## config.mk

```make
export PLATFORM = sky130hd
export DESIGN_NAME = sdrc_lowpower_arb
export DESIGN_NICKNAME = d
export VERILOG_FILES = /design/src/include/sdrc_pkg.sv /design/src/sdrc_rr_arb.sv /design/src/sdrc_lowpower_arb.sv
export VERILOG_INCLUDE_DIRS = /design/src /design/src/include
export SDC_FILE = /design/constraint.sdc
export NUM_CORES = 1
export LEC_CHECK = 0
export BUFFER_PORTS_ARGS = -buffer_cell sky130_fd_sc_hd__buf_4
export CELL_PAD_IN_SITES_DETAIL_PLACEMENT = 1
export CELL_PAD_IN_SITES_GLOBAL_PLACEMENT = 1
export CORE_MARGIN = 4
export CORE_UTILIZATION = 49
export DETAILED_ROUTE_END_ITERATION = 12
export PLACE_DENSITY_LB_ADDON = 0.1
export RECOVER_POWER = 100
export SLEW_MARGIN = 20
export SYNTH_ARGS = -nofsm -noshare
export SYNTH_HDL_FRONTEND = slang
export SYNTH_SLANG_ARGS = --single-unit
```

## constraint.sdc

```tcl
create_clock -name ref_clk -period 11.2 [get_ports ref_clk]
set_input_delay 1.12 -clock ref_clk [delete_from_list [all_inputs] [get_ports ref_clk]]
set_output_delay 1.12 -clock ref_clk [all_outputs]
set_load 0.01 [all_outputs]
```

## src/include/sdrc_regs.svh

```systemverilog
// Register offsets, field positions, reset values and counts of the SDRAM controller
`ifndef SDRC_REGS_SVH
`define SDRC_REGS_SVH
// Protected block: word index 0..7 in 0x00..0x1C
`define SDRC_OFF_MR    8'h00
`define SDRC_OFF_TR    8'h04
`define SDRC_OFF_CR    8'h08
`define SDRC_OFF_TP0   8'h0C
`define SDRC_OFF_TP1   8'h10
`define SDRC_OFF_TP2   8'h14
`define SDRC_OFF_MD    8'h18
`define SDRC_OFF_HS    8'h1C
`define SDRC_PROT_END  8'h20
`define SDRC_OFF_LPR   8'h20
`define SDRC_OFF_WPMR  8'h24
`define SDRC_OFF_WPSR  8'h28
`define SDRC_OFF_STAT  8'h2C
// Low power register fields and codes
`define SDRC_LP_CMD    1:0
`define SDRC_LP_FRZ    2
`define SDRC_LP_OFF    2'h0
`define SDRC_LP_DEEP   2'h3
// Mode register field, normal mode code
`define SDRC_MR_MODE   2:0
`define SDRC_MODE_NORM 3'h0
// Configuration register fields
`define SDRC_CR_COL    1:0
`define SDRC_CR_ROW    3:2
`define SDRC_CR_DW16   4
`define SDRC_CR_ILV    5
`define SDRC_CR_CAS3   6
// Protection fields
`define SDRC_WP_EN     0
`define SDRC_WP_SRC    15:8
// Reset values
`define SDRC_REG_RST   32'h0000_0000
`define SDRC_LPR_RST   3'h0
// Beats per predicted end in an undefined-length burst
`define SDRC_UNDEF_BEATS 5'h04
`endif

```

## src/include/sdrc_pkg.sv

```systemverilog
// Types shared by the SDRAM controller modules
package sdrc_pkg;
  typedef enum logic [2:0] {SDRC_IDLE, SDRC_OPEN, SDRC_CMD, SDRC_XFER, SDRC_FROZEN} sdrc_state_t;
  typedef enum logic [2:0] {SDRC_NOP, SDRC_PRE, SDRC_ACTV, SDRC_RD, SDRC_WR} sdrc_cmd_t;
  typedef enum logic [2:0] {SDRC_LPM_NONE, SDRC_LPM_SR, SDRC_LPM_PD, SDRC_LPM_DEEP,
                            SDRC_LPM_RESET} sdrc_lpm_t;
endpackage

```

## src/sdrc_rr_arb.sv

```systemverilog
// Round-robin arbiter among the masters of the SDRAM controller
module sdrc_rr_arb #(
  parameter int NM = 4,
  localparam int IW = $clog2(NM)
) (
  input  wire logic          ref_clk,
  input  wire logic          resetn,
  input  wire logic [NM-1:0] req,
  input  wire logic          take,
  input  wire logic [IW-1:0] takeIdx,
  output logic      [IW-1:0] pick,
  output logic               pickValid
);
  // Refuse a master count the index width cannot serve
  if (NM < 2 || NM > 16) begin : g_bad_nm
    $error("sdrc_rr_arb: NM out of range");
  end

  logic [IW-1:0] last; // Master granted most recently

  // Search starts just past the last granted master
  function automatic logic [IW:0] rrPick(input logic [NM-1:0] r, input logic [IW-1:0] l);
    logic [IW:0] res;
    logic [IW-1:0] j;
    res = '0;
    for (int i = NM; i >= 1; i--) begin
      j = IW'((int'(l) + i) % NM);
      if (r[j]) begin
        res = {1'b1, j};
      end
    end
    return res;
  endfunction

  assign {pickValid, pick} = rrPick(req, last);

  // Pointer at the top after reset, so master 0 wins a tie first
  always_ff @(posedge ref_clk or negedge resetn) begin
    if (!resetn) begin
      last <= IW'(NM - 1);
    end else if (take) begin
      last <= takeIdx;
    end else if (!pickValid) begin
      // Nobody waiting: a fresh tie must again start at master 0
      last <= IW'(NM - 1);
    end
  end
endmodule

```

## src/sdrc_lowpower_arb.sv

```systemverilog
// SDRAM controller core: low-power freeze, multi-port arbitration, write protection
// Contract
// - Command 3 enters deep power-down and freezes
// - Command 3 plus freeze bit gives reset
// - Four masters; precharge/activate other bank early
// - Next read issued CAS latency early
// - Anticipated read beats higher-priority late requester
// - Round-robin, lowest number wins ties
// - Grant changes only at allowed cycles
// - Predicted end: length, or every four
// - Anticipated read may bend round-robin order
// - Protected registers ignore writes when enabled
// - Blocked write sets flag and source
// - Reading protection status clears the flag
// - Eight configuration registers are protected
// - Address split by config, 16/32-bit
// - Linear or interleaved bank mapping
// - Command codes: 0 none, 1, 2, 3
//
// Our own choices: the placing of the registers and register access over APB.
`include "sdrc_regs.svh"
module sdrc_lowpower_arb #(
  parameter int NM = 4,
  parameter int AW = 28,
  localparam int IW = $clog2(NM)
) (
  input  wire logic                 ref_clk,
  input  wire logic                 resetn,
  input  wire logic [7:0]           paddr,
  input  wire logic                 psel,
  input  wire logic                 penable,
  input  wire logic                 pwrite,
  input  wire logic [31:0]          pwdata,
  output logic      [31:0]          prdata,
  output logic                      pready,
  output logic                      pslverr,
  input  wire logic [NM-1:0]        mReq,
  input  wire logic [NM-1:0]        mWrite,
  input  wire logic [AW-1:0]        mAddr [NM],
  input  wire logic [4:0]           mLen [NM],
  output logic      [NM-1:0]        mGrant,
  output logic                      beatStrobe,
  output sdrc_pkg::sdrc_cmd_t       sdramCmd,
  output logic      [1:0]           sdramBank,
  output logic      [13:0]          sdramRow,
  output logic      [11:0]          sdramCol,
  output logic                      cke,
  output logic                      frozen,
  output sdrc_pkg::sdrc_lpm_t       lpMode
);
  // The mapping covers four banks and at most 28 address bits
  if (NM != 4 || AW < 16 || AW > 28) begin : g_bad_par
    $error("sdrc_lowpower_arb: NM must be 4 and AW 16..28");
  end

  logic [31:0]  prot [8];    // Mode, refresh, config, timing x3, device, speed
  logic [2:0]   lpReg;       // Low power command and freeze bit
  logic         protEn;      // Write protection on
  logic         violFlag;    // Blocked write seen
  logic [7:0]   violSrc;     // Word index of blocked register
  logic         heldOff;     // Frozen until reinitialized
  sdrc_pkg::sdrc_state_t state;
  logic [IW-1:0] cur;        // Master being served
  logic          curWrite;
  logic          curUndef;   // Undefined-length burst
  logic [1:0]    curBank;
  logic [13:0]   curRow;
  logic [4:0]    remain;     // Beats to predicted end
  logic          anticipated;
  logic [IW-1:0] antIdx;
  logic          prepStep;   // 0: precharge next, 1: activate next
  logic [13:0]   openRow [4];
  logic [3:0]    openValid;

  // Bank, row and column from a CPU address (bank 27:26, row 25:12, col 11:0)
  function automatic logic [27:0] mapAddr(input logic [AW-1:0] a, input logic [31:0] cr);
    logic [4:0] cb;
    logic [4:0] rb;
    logic [AW-1:0] w;
    logic [11:0] col;
    logic [13:0] row;
    logic [1:0] bk;
    cb = 5'h09 + 5'(cr[`SDRC_CR_COL]);
    rb = 5'h0B + 5'(cr[`SDRC_CR_ROW]);
    w = a >> (cr[`SDRC_CR_DW16] ? 1 : 2);
    col = 12'(w) & ((12'h001 << cb) - 12'h001);
    if (cr[`SDRC_CR_ILV]) begin
      bk = 2'(w >> cb);
      row = 14'(w >> (cb + 5'h02)) & ((14'h0001 << rb) - 14'h0001);
    end else begin
      row = 14'(w >> cb) & ((14'h0001 << rb) - 14'h0001);
      bk = 2'(w >> (cb + rb));
    end
    return {bk, row, col};
  endfunction

  // Offset falls in the protected block
  function automatic logic isProt(input logic [7:0] a);
    return a < `SDRC_PROT_END;
  endfunction

  function automatic logic [NM-1:0] oneHot(input logic [IW-1:0] i);
    return NM'(1) << i;
  endfunction

  // Bus phases: answer one cycle into the access phase, commit on completion
  logic acc;
  logic wrGo;
  logic rdGo;
  logic wrBlk;
  logic [31:0] cfg;
  logic [1:0] lpCmd;
  logic lpDeep;
  assign acc = psel & penable;
  assign wrGo = acc & pready & pwrite;
  assign rdGo = acc & pready & ~pwrite;
  assign wrBlk = wrGo & isProt(paddr) & protEn;
  assign cfg = prot[2];
  assign lpCmd = lpReg[`SDRC_LP_CMD];
  assign lpDeep = lpCmd == `SDRC_LP_DEEP;

  // Per-master mapping and open-row hit
  logic [27:0] mMap [NM];
  logic [NM-1:0] readHit;
  for (genvar g = 0; g < NM; g++) begin : g_map
    assign mMap[g] = mapAddr(mAddr[g], cfg);
    assign readHit[g] = mReq[g] & ~mWrite[g] & openValid[mMap[g][27:26]]
                      & (openRow[mMap[g][27:26]] == mMap[g][25:12]);
  end

  // Round-robin choice
  logic [IW-1:0] nxt;
  logic nxtValid;
  logic take;
  assign take = (state == sdrc_pkg::SDRC_IDLE && !heldOff && nxtValid)
              || (state == sdrc_pkg::SDRC_XFER && remain == 5'h01 && anticipated);
  sdrc_rr_arb #(.NM(NM)) u_arb (
    .ref_clk   (ref_clk),
    .resetn    (resetn),
    .req       (mReq),
    .take      (take),
    .takeIdx   (state == sdrc_pkg::SDRC_IDLE ? nxt : antIdx),
    .pick      (nxt),
    .pickValid (nxtValid)
  );

  // Anticipation candidate: round-robin pick if it hits, else lowest hit other than the current master
  logic [IW-1:0] antPick;
  logic antValid;
  always_comb begin
    antPick = nxt;
    antValid = nxtValid & readHit[nxt];
    for (int i = NM - 1; i >= 0; i--) begin
      if (!antValid && readHit[i] && IW'(i) != cur) begin
        antPick = IW'(i);
      end
    end
    antValid = antValid | (|readHit);
  end

  logic endBeat;
  logic antFire;
  logic prepGo;
  logic freezeGo;
  logic [4:0] casLat;
  assign casLat = cfg[`SDRC_CR_CAS3] ? 5'h03 : 5'h02;
  assign endBeat = state == sdrc_pkg::SDRC_XFER && remain == 5'h01;
  assign antFire = state == sdrc_pkg::SDRC_XFER && !anticipated && !curWrite
                 && remain == casLat && antValid && antPick != cur;
  assign prepGo = state == sdrc_pkg::SDRC_XFER && !anticipated && nxtValid && nxt != cur
                && !readHit[nxt] && mMap[nxt][27:26] != curBank;
  assign freezeGo = lpDeep && state != sdrc_pkg::SDRC_FROZEN;

  // Register bus answer and read data
  always_ff @(posedge ref_clk or negedge resetn) begin
    if (!resetn) begin
      pready <= 1'b0;
      pslverr <= 1'b0;
      prdata <= `SDRC_REG_RST;
    end else begin
      pready <= acc & ~pready;
      pslverr <= acc & ~pready & (paddr[1:0] != 2'h0 || paddr > `SDRC_OFF_STAT);
      if (acc && !pready) begin
        if (isProt(paddr)) begin
          prdata <= prot[paddr[4:2]];
        end else if (paddr == `SDRC_OFF_LPR) begin
          prdata <= {29'h0000_0000, lpReg};
        end else if (paddr == `SDRC_OFF_WPMR) begin
          prdata <= {31'h0000_0000, protEn};
        end else if (paddr == `SDRC_OFF_WPSR) begin
          prdata <= {16'h0000, violSrc, 7'h00, violFlag};
        end else if (paddr == `SDRC_OFF_STAT) begin
          prdata <= {20'h0_0000, mGrant, 1'b0, 3'(state), 3'h0, heldOff}; // Shows engine state
        end else begin
          prdata <= `SDRC_REG_RST; // Unmapped reads as zero
        end
      end
    end
  end

  // Protected configuration storage
  always_ff @(posedge ref_clk or negedge resetn) begin
    if (!resetn) begin
      for (int i = 0; i < 8; i++) begin
        prot[i] <= `SDRC_REG_RST;
      end
    end else if (wrGo && isProt(paddr) && !protEn) begin
      prot[paddr[4:2]] <= pwdata;
    end
  end

  // Protection enable, violation flag and source; a new violation beats the clear
  always_ff @(posedge ref_clk or negedge resetn) begin
    if (!resetn) begin
      protEn <= 1'b0;
      violFlag <= 1'b0;
      violSrc <= 8'h00;
    end else begin
      if (wrGo && paddr == `SDRC_OFF_WPMR) begin
        protEn <= pwdata[`SDRC_WP_EN];
      end
      if (wrBlk) begin
        violFlag <= 1'b1;
        violSrc <= {3'h0, paddr[6:2]};
      end else if (rdGo && paddr == `SDRC_OFF_WPSR) begin
        violFlag <= 1'b0;
      end
    end
  end

  // Low power command and reinitialization hold
  always_ff @(posedge ref_clk or negedge resetn) begin
    if (!resetn) begin
      lpReg <= `SDRC_LPR_RST;
      heldOff <= 1'b0;
    end else begin
      if (wrGo && paddr == `SDRC_OFF_LPR) begin
        lpReg <= pwdata[2:0];
      end
      if (lpDeep) begin
        heldOff <= 1'b1;
      end else if (wrGo && paddr == `SDRC_OFF_MR && !wrBlk
                   && pwdata[`SDRC_MR_MODE] == `SDRC_MODE_NORM) begin
        heldOff <= 1'b0; // Return to normal closes reinitialization
      end
    end
  end

  // Low power status outputs
  always_ff @(posedge ref_clk or negedge resetn) begin
    if (!resetn) begin
      frozen <= 1'b0;
      cke <= 1'b1;
      lpMode <= sdrc_pkg::SDRC_LPM_NONE;
    end else begin
      frozen <= lpDeep | heldOff;
      cke <= !(lpDeep || (lpCmd != `SDRC_LP_OFF && state == sdrc_pkg::SDRC_IDLE && mReq == '0));
      if (lpDeep) begin
        lpMode <= lpReg[`SDRC_LP_FRZ] ? sdrc_pkg::SDRC_LPM_RESET
                                      : sdrc_pkg::SDRC_LPM_DEEP;
      end else begin
        lpMode <= sdrc_pkg::sdrc_lpm_t'({1'b0, lpCmd});
      end
    end
  end

  // Access engine: grant, commands, look-ahead
  always_ff @(posedge ref_clk or negedge resetn) begin
    if (!resetn) begin
      state <= sdrc_pkg::SDRC_IDLE;
      mGrant <= '0;
      sdramCmd <= sdrc_pkg::SDRC_NOP;
      {sdramBank, sdramRow, sdramCol} <= 28'h000_0000;
      beatStrobe <= 1'b0;
      {cur, curWrite, curUndef, curBank, curRow} <= '0;
      remain <= 5'h00;
      anticipated <= 1'b0;
      antIdx <= '0;
      prepStep <= 1'b0;
      openValid <= 4'h0;
      for (int i = 0; i < 4; i++) begin
        openRow[i] <= 14'h0000;
      end
    end else begin
      sdramCmd <= sdrc_pkg::SDRC_NOP;
      beatStrobe <= 1'b0;
      if (freezeGo) begin
        state <= sdrc_pkg::SDRC_FROZEN;
        mGrant <= '0;
        openValid <= 4'h0;
        anticipated <= 1'b0;
        prepStep <= 1'b0;
      end else begin
        unique case (state)
          sdrc_pkg::SDRC_IDLE: begin
            if (!heldOff && nxtValid) begin
              mGrant <= oneHot(nxt);
              cur <= nxt;
              curWrite <= mWrite[nxt];
              curUndef <= mLen[nxt] == 5'h00;
              remain <= mLen[nxt] == 5'h00 ? `SDRC_UNDEF_BEATS : mLen[nxt];
              {curBank, curRow} <= mMap[nxt][27:12];
              {sdramBank, sdramRow, sdramCol} <= mMap[nxt];
              if (openValid[mMap[nxt][27:26]] && openRow[mMap[nxt][27:26]] == mMap[nxt][25:12])
              begin
                state <= sdrc_pkg::SDRC_CMD; // Row already open
              end else begin
                sdramCmd <= sdrc_pkg::SDRC_PRE;
                openValid[mMap[nxt][27:26]] <= 1'b0;
                state <= sdrc_pkg::SDRC_OPEN;
              end
            end
          end
          sdrc_pkg::SDRC_OPEN: begin
            sdramCmd <= sdrc_pkg::SDRC_ACTV;
            openRow[curBank] <= curRow;
            openValid[curBank] <= 1'b1;
            state <= sdrc_pkg::SDRC_CMD;
          end
          sdrc_pkg::SDRC_CMD: begin
            sdramCmd <= curWrite ? sdrc_pkg::SDRC_WR : sdrc_pkg::SDRC_RD;
            beatStrobe <= 1'b1; // Strobe marks each transfer cycle while granted
            state <= sdrc_pkg::SDRC_XFER;
          end
          sdrc_pkg::SDRC_XFER: begin
            // Last beat shows with the grant, so a master can drop before re-arbitration
            beatStrobe <= !endBeat || anticipated;
            remain <= remain - 5'h01;
            if (antFire) begin
              sdramCmd <= sdrc_pkg::SDRC_RD;
              {sdramBank, sdramRow, sdramCol} <= mMap[antPick];
              anticipated <= 1'b1;
              antIdx <= antPick;
            end else if (prepGo) begin
              sdramCmd <= prepStep ? sdrc_pkg::SDRC_ACTV : sdrc_pkg::SDRC_PRE;
              {sdramBank, sdramRow, sdramCol} <= mMap[nxt];
              openValid[mMap[nxt][27:26]] <= prepStep;
              openRow[mMap[nxt][27:26]] <= mMap[nxt][25:12];
              prepStep <= ~prepStep;
            end
            if (endBeat) begin
              prepStep <= 1'b0;
              if (anticipated) begin
                // Read already issued: keep streaming, no priority override
                mGrant <= oneHot(antIdx);
                cur <= antIdx;
                curWrite <= 1'b0;
                curUndef <= mLen[antIdx] == 5'h00;
                remain <= mLen[antIdx] == 5'h00 ? `SDRC_UNDEF_BEATS : mLen[antIdx];
                {curBank, curRow} <= mMap[antIdx][27:12];
                anticipated <= 1'b0;
              end else begin
                mGrant <= '0;
                state <= sdrc_pkg::SDRC_IDLE;
              end
            end
          end
          sdrc_pkg::SDRC_FROZEN: begin
            if (!heldOff) begin
              state <= sdrc_pkg::SDRC_IDLE;
            end
          end
          default: state <= sdrc_pkg::SDRC_IDLE;
        endcase
      end
    end
  end
endmodule

```

# [Word level (Yosys, flattened, before mapping)]
# Cells that the tools add are included.
[word_totals] register_bits=435 input_bits=185 word_cells=448 output_inout_bits=75
[op_classes] mux=174 magnitude_cmp=28 reduce_logical=81 shifts=20 bitwise_logic=56 n_eq_ne=38 add_sub_neg=11
[ops] op="$mux 14" n=21
[ops] op="$bwmux 256" n=1
[ops] op="$shr 28x5->14" n=8
[ops] op="$bmux 28 s2" n=3
[ops] op="$mux 28" n=6
[ops] op="$bmux 14 s2" n=5
[ops] op="$mux 32" n=4
[ops] op="$and 14x14->14" n=8
[ops] op="$bwmux 56" n=2
[ops] op="$mux 56" n=2
[ops] op="$pmux 56 s2" n=1
[ops] op="$shr 28x5->2" n=4
[ops] op="$bmux 32 s3" n=1
[ops] op="$demux 32 s3" n=1
[ops] op="$shr 28x32->28" n=3
[ops] op="$eq 14x14->1" n=5
[ops] op="$demux 14 s2" n=2
[ops] op="$pmux 14 s2" n=2
[ops] op="$and 12x12->12" n=4
[ops] op="$mux 12" n=4
[ops] op="$mux 2" n=24
[ops] op="$mux 5" n=9
[ops] op="$logic_and 1x1->1" n=40
[ops] op="$mux 13" n=3
[ops] op="other kinds (70)" n=245

# [Logic depth before layout (Yosys ltp)]
[logic_depth] depth_word=27 depth_mapped=37 ltp_nobuf=20

# [By module]
# From an unflattened synthesis, not the netlist that was laid out.
[unflattened] hier_cells=3606 hier_area_um2=36064.6
[modules_own_cells] module="sdrc_lowpower_arb" cells_per_inst=3584 n_inst=1 area_each_um2=35901.9
[modules_own_cells] module="sdrc_rr_arb" cells_per_inst=22 n_inst=1 area_each_um2=162.7

# [Worst setup path after synthesis]
# Ideal clock, no wire load.
[synth_path] path_type="reg-to-reg" start="reg prot, in the netlist cfg[1]" end="reg openRow[20] in the netlist's numbering" required_ns=11.067 setup_slack_ns=2.361 path_stages_with_launch=33 setup_ns=0.133 arrival_ns=8.706 path_cell_list="dfrtp_1 buf_2 buf_2 inv_1 clkbuf_1 clkbuf_1 clkbuf_1 ha_1 buf_2 buf_1 clkbuf_1 buf_1 clkbuf_1 xnor2_1 ha_1 inv_2 mux4_2 a311o_1 a221oi_4 nor2_2 mux4_2 xnor2_1 or4_1 or3b_1 o211a_1 o31ai_4 a21oi_1 a2111o_1 buf_2 or3b_1 buf_2 buf_6 o2bb2ai_2"
[synth_between] elab_chain_cells=24 elab_cells_between_ends=108
[synth_rtl] item="start: declaration" line="sdrc_lowpower_arb.sv:56" source="logic [31:0] prot [8];"
[synth_rtl] item="start signal: indexed assignment" line="sdrc_lowpower_arb.sv:205" source="prot[i] <= `SDRC_REG_RST;"
[synth_rtl] item="start signal: indexed assignment" line="sdrc_lowpower_arb.sv:208" source="prot[paddr[4:2]] <= pwdata;"
[synth_rtl] item="$add 4x2->5 *" line="sdrc_lowpower_arb.sv:83" source="cb = 5'h09 + 5'(cr[`SDRC_CR_COL]);"
[synth_rtl] item="$add 5x5->5" line="sdrc_lowpower_arb.sv:92" source="bk = 2'(w >> (cb + rb));"
[synth_rtl] item="$shr 28x5->2" line="sdrc_lowpower_arb.sv:92"
[synth_rtl] item="$mux 2" line="sdrc_lowpower_arb.sv:87" source="if (cr[`SDRC_CR_ILV]) begin"
[synth_rtl] item="$not 2->3 (implied by the code)" line="sdrc_lowpower_arb.sv:128" source="& (openRow[mMap[g][27:26]] == mMap[g][25:12]);"
[synth_rtl] item="$bmux 14 s2" line="sdrc_lowpower_arb.sv:128"
[synth_rtl] item="$mux 14 (implied by the code) (2 in series)" line="sdrc_lowpower_arb.sv:128"
[synth_rtl] item="$eq 14x14->1" line="sdrc_lowpower_arb.sv:128"
[synth_rtl] item="[3 not listed]"
[synth_rtl] item="$and 1x1->1" line="sdrc_lowpower_arb.sv:152" source="antValid = nxtValid & readHit[nxt];"
[synth_rtl] item="$logic_not 1->1" line="sdrc_lowpower_arb.sv:154" source="if (!antValid && readHit[i] && IW'(i) != cur) begin"
[synth_rtl] item="$logic_and 1x1->1 (2 in series)" line="sdrc_lowpower_arb.sv:154"
[synth_rtl] item="$mux 2 (4 in series)" line="sdrc_lowpower_arb.sv:154"
[synth_rtl] item="$ne 2x2->1" line="sdrc_lowpower_arb.sv:169" source="&& remain == casLat && antValid && antPick != cur;"
[synth_rtl] item="$logic_and 1x1->1" line="sdrc_lowpower_arb.sv:169"
[synth_rtl] item="$ne 2x2->1 (no source line)"
[synth_rtl] item="$reduce_and 4->1 (no source line)"
[synth_rtl] item="end signal: indexed assignment" line="sdrc_lowpower_arb.sv:316" source="openRow[curBank] <= curRow;"
[synth_rtl] item="end signal: indexed assignment" line="sdrc_lowpower_arb.sv:338" source="openRow[mMap[nxt][27:26]] <= mMap[nxt][25:12];"
[synth_rtl] item="end: declaration" line="sdrc_lowpower_arb.sv:72" source="logic [13:0] openRow [4];"
# Mark *: on every way between the ends. The rest lies on a longest branch, timed or not. The select of a mux whose other input is x is not followed.
# A chain may end at the register's enable or synchronous reset.

# [Worst setup path in the final report]
[layout_path] start="reg prot, in the netlist cfg[2]" end="reg sdramCol[9]"
[layout_between] elab_chain_cells=26 elab_cells_between_ends=96
[layout_rtl] item="$add 4x2->5 *" line="sdrc_lowpower_arb.sv:84" source="rb = 5'h0B + 5'(cr[`SDRC_CR_ROW]);"
[layout_rtl] item="$add 5x5->5" line="sdrc_lowpower_arb.sv:92"
[layout_rtl] item="$shr 28x5->2" line="sdrc_lowpower_arb.sv:92"
[layout_rtl] item="$mux 2" line="sdrc_lowpower_arb.sv:87"
[layout_rtl] item="$not 2->3 (implied by the code)" line="sdrc_lowpower_arb.sv:128"
[layout_rtl] item="$bmux 14 s2" line="sdrc_lowpower_arb.sv:128"
[layout_rtl] item="$mux 14 (implied by the code) (2 in series)" line="sdrc_lowpower_arb.sv:128"
[layout_rtl] item="$eq 14x14->1" line="sdrc_lowpower_arb.sv:128"
[layout_rtl] item="[4 not listed]"
[layout_rtl] item="$logic_not 1->1" line="sdrc_lowpower_arb.sv:154"
[layout_rtl] item="$logic_and 1x1->1 (2 in series)" line="sdrc_lowpower_arb.sv:154"
[layout_rtl] item="$mux 2 (4 in series)" line="sdrc_lowpower_arb.sv:154"
[layout_rtl] item="$not 2->3 (implied by the code)" line="sdrc_lowpower_arb.sv:331" source="{sdramBank, sdramRow, sdramCol} <= mMap[antPick];"
[layout_rtl] item="$bmux 28 s2" line="sdrc_lowpower_arb.sv:331"
[layout_rtl] item="$mux 28 (implied by the code) (2 in series)" line="sdrc_lowpower_arb.sv:331"
[layout_rtl] item="$mux 12" line="sdrc_lowpower_arb.sv:329" source="if (antFire) begin"
[layout_rtl] item="$pmux 12 s2" line="sdrc_lowpower_arb.sv:294" source="unique case (state)"
[layout_rtl] item="end signal: assignment" line="sdrc_lowpower_arb.sv:303" source="{sdramBank, sdramRow, sdramCol} <= mMap[nxt];"
[layout_rtl] item="end signal: assignment" line="sdrc_lowpower_arb.sv:331"
[layout_rtl] item="end signal: assignment" line="sdrc_lowpower_arb.sv:336" source="{sdramBank, sdramRow, sdramCol} <= mMap[nxt];"
[layout_rtl] item="end: declaration" line="sdrc_lowpower_arb.sv:46" source="output logic [11:0] sdramCol,"
# Marks and branches as above.

==> results.md <==
* Status: complete, but fails checks
* Worst VDD drop at between 0.0001 and 0.00015 V
* Grt ovf at 0
* Root buf cell: clkbuf_16
* Hold Fails Final Rpt at 0
* Clock slew at reported path FFs at 0.07 ns
* Flops & latches, synth at about 440
* Seq/Total Area, Yosys at 0.295
* Synthesis Warnings at 0
* First-pass DRT Iterations at 5
* Syn_nets at 3918
* Cts repair resizes at 0
* Row count at 100
* Fmax at 98.8 MHz
* Worst relative slew slack at -1.71
* Max-slew violation count at approximately 750
* Drt total wl at around 170000 µm
* Mapped Cells at between 3000 and 4000
* Later-pin clock latency in the skew report at around 0.63 ns
* Pwr Density at 138 nW/µm²
* WP data arrival at 10.58 ns
* DP Area at around 39000 µm²
* Initial antenna violation count at 13
* Hold Path Cell Cnt at 2
* Ys flop type: dfrtp_1
* Design area at ~40000 µm²
* Core Area at between 70000 and 80000 µm²
* Least-Margin Pin Slew at about 4.1 ns
* Total track usage at 0.421
* CTS Buf Count at 48
* CTS tree: yes
* Die ar. at roughly 80000 µm²
* FILL cells at slightly above 8000
* Setup violations, final at 0
* Post-route clock skew at 0.0635 ns
* Hold Crit Class: flop to flop
* Die span in y at 283 µm
* Vias at 34788
* RSZ-0062 raised after global routing: no
* Depth of the most critical reg-to-reg path at 20
* Global-route wire length before repair at roughly 250000 µm
* Depth of the CTS H-tree at 2
* 1st-iter DRT viols at around 3900
* Number of global-route vias before repair at 35957
* Share of synthesized flip-flops with an asynchronous set or reset at 1.00
* Post-cts hold buffer count at 0
* CTS sink count at approximately 440
* Mean post-synth cell area at ~9.9 µm²
* Post-synth EDFFs at 0
* Post-detailed-route DRC marker count at 0
* Die width at approximately 280 µm
* Power, Total at roughly 5.6 mW
* Unique masters post-synth at 110
* Final TNS setup at 0 ns
* Layout cell share with drive strength beyond 1 at 0.243
* Post-DP HPWL at ~120000 µm
* Tmin final at approximately 10 ns
* Initial Util at 0.496
* P&R area growth vs syn at 9.49%
* Max clock buf depth at 3
* Postcts setup bufs at 0
* Fin nets at ~4000
* Max Cap Viol at 16
* Critical Path Source Type: flop
* CP Class: flop to flop
* Leakage at about 17 nW
* Port Buffers at ~260
* Boundary pin count at 260
* Pin count of the biggest net entering global routing at 157
* Crit-path max FO at 34
* Wire per inst at 35.9 µm
* Final period utilization at 0.904
* Gpl congestion at 1.02
* Failing checks: capacitance limit, slew limit
* WP data required at roughly 12 ns
* ANT nets after route at 0
* Crit. End Element: flop
* Syn Std Cell Area at 37000 µm²
* DR vias/cell at just over 7
routing by layer:
layer,wire (µm),GRT usage,up-vias
met3,15200,0.0816,533
met1,66300,0.541,17942
met5,62,0,-
met2,79000,0.674,2011
met4,11400,0.227,8
li1,-,-,14294
cells by family after synthesis:
logic type      after synthesis  share of synthesized area
simple gates                924                      0.120
xor+xnor                     85                     0.0201
mux                         971                      0.329
flops                       435                      0.295
compound gates              879                      0.177
fa+ha+maj                    16                    0.00542
buf+inv                     407                     0.0536
critical path, stage by stage, from the launching register on:
cell and delay (ns):
dfrtp_1 0.56, inv_1 0.23, ha_1 0.50, xnor2_1 0.20, ha_1 0.66, nor2b_1 0.58
a22oi_1 0.24, a32oi_1 0.89, a21o_1 0.63, a211oi_1 0.20, o21ai_0 0.22, nand4b_1 0.29
nor4_2 0.58, nand3_1 0.29, o21ai_0 0.65, o31a_1 0.76, nor3_1 0.15, a2111o_1 0.79
o21a_1 0.57, clkbuf_1 0.48, o221a_2 0.42
stage by stage:
step | worst slack, ns | util | hold WS, ns | instances
final | 1.08 | 0.543 | 0.504 | 4798
after floorplan | 2.36 | - | 0.445 | 3717
after global placement | 2.18 | 0.527 | 0.459 | 4709
after detailed placement | 1.92 | 0.527 | 0.479 | 4709
after global routing | 0.749 | 0.543 | 0.517 | 4798
after CTS | 1.88 | 0.550 | 0.425 | 4797
registers in the layout, indices dropped and copies added, names as in the netlist, 5 cells and up:
register  count
prdata       32
prot        224
cfg          32
violSrc       5
remain        5
sdramRow     14
openRow      56
sdramCol     12
curRow       14
cell usage in the layout, fill, tap and decap left out, types with 50 or more instances in the layout:
master / instances
nor3_1: 71
mux2i_1: 443
o2bb2ai_1: 50
a22oi_1: 58
nand2_1: 290
mux2_2: 327
nor2_1: 249
a21oi_1: 163
clkbuf_1: 101
mux4_2: 157
nand3_1: 58
dfrtp_1: 428
inv_1: 63
buf_4: 266
o21ai_0: 160
a211oi_1: 58
xnor2_1: 54
final timing paths:
kind	from	slack (ns)	endpoint
min in group asynchronous	resetn	1.41	openRow[23]$_DFFE_PN0P_
max in group asynchronous	resetn	2.92	cfg[4]$_DFFE_PN0P_
worst min register to register	prdata[5]$_DFFE_PN0P_	0.50	prdata[5]$_DFFE_PN0P_
worst max register to register	cfg[2]$_DFFE_PN0P_	1.08	sdramCol[9]$_DFFE_PN0P_
worst max-delay path	cfg[2]$_DFFE_PN0P_	1.08	sdramCol[9]$_DFFE_PN0P_
worst min-delay path	prdata[5]$_DFFE_PN0P_	0.50	prdata[5]$_DFFE_PN0P_
Yosys cell counts (30+ instances only):
cell type	instances	share of area
nand3_1	58	0.0079
buf_1	51	0.0052
o21ai_0	159	0.022
buf_2	55	0.0074
xnor2_1	54	0.013
inv_1	63	0.0064
o221ai_1	30	0.0071
mux4_2	157	0.096
nor2_1	249	0.025
xor2_1	31	0.0073
buf_6	33	0.010
mux2i_1	444	0.12
o2bb2ai_2	40	0.016
dfrtp_1	432	0.29
nand2_1	292	0.030
a211oi_1	59	0.012
nor3_1	73	0.0099
or4_1	33	0.0067
a31oi_1	34	0.0058
clkbuf_1	172	0.017
o211ai_1	41	0.0083
mux2_2	366	0.11
o22ai_1	37	0.0063
and3_1	32	0.0054
a21oi_1	163	0.022
a22oi_1	58	0.012
final cells by class:
type	count	area, µm²	area share
Tap cell	969	1210	0.0300
Multi-Input combinational cell	2875	24000	0.593
Inverter	68	258	0.00637
Sequential cell	435	10900	0.269
Antenna cell	1	2.50	0.0000618
Clock inverter	18	315	0.00779
Timing Repair Buffer	362	2380	0.0588
Clock buffer	70	1400	0.0347
report_power, final:
group | internal [mW] | leakage, nW | switching [mW]
clock network | 1.02 | 0.840 | 0.722
registers | 1.69 | 5.89 | 0.301
logic | 0.690 | 10.2 | 1.17
(Power assumes the default switching activity.)
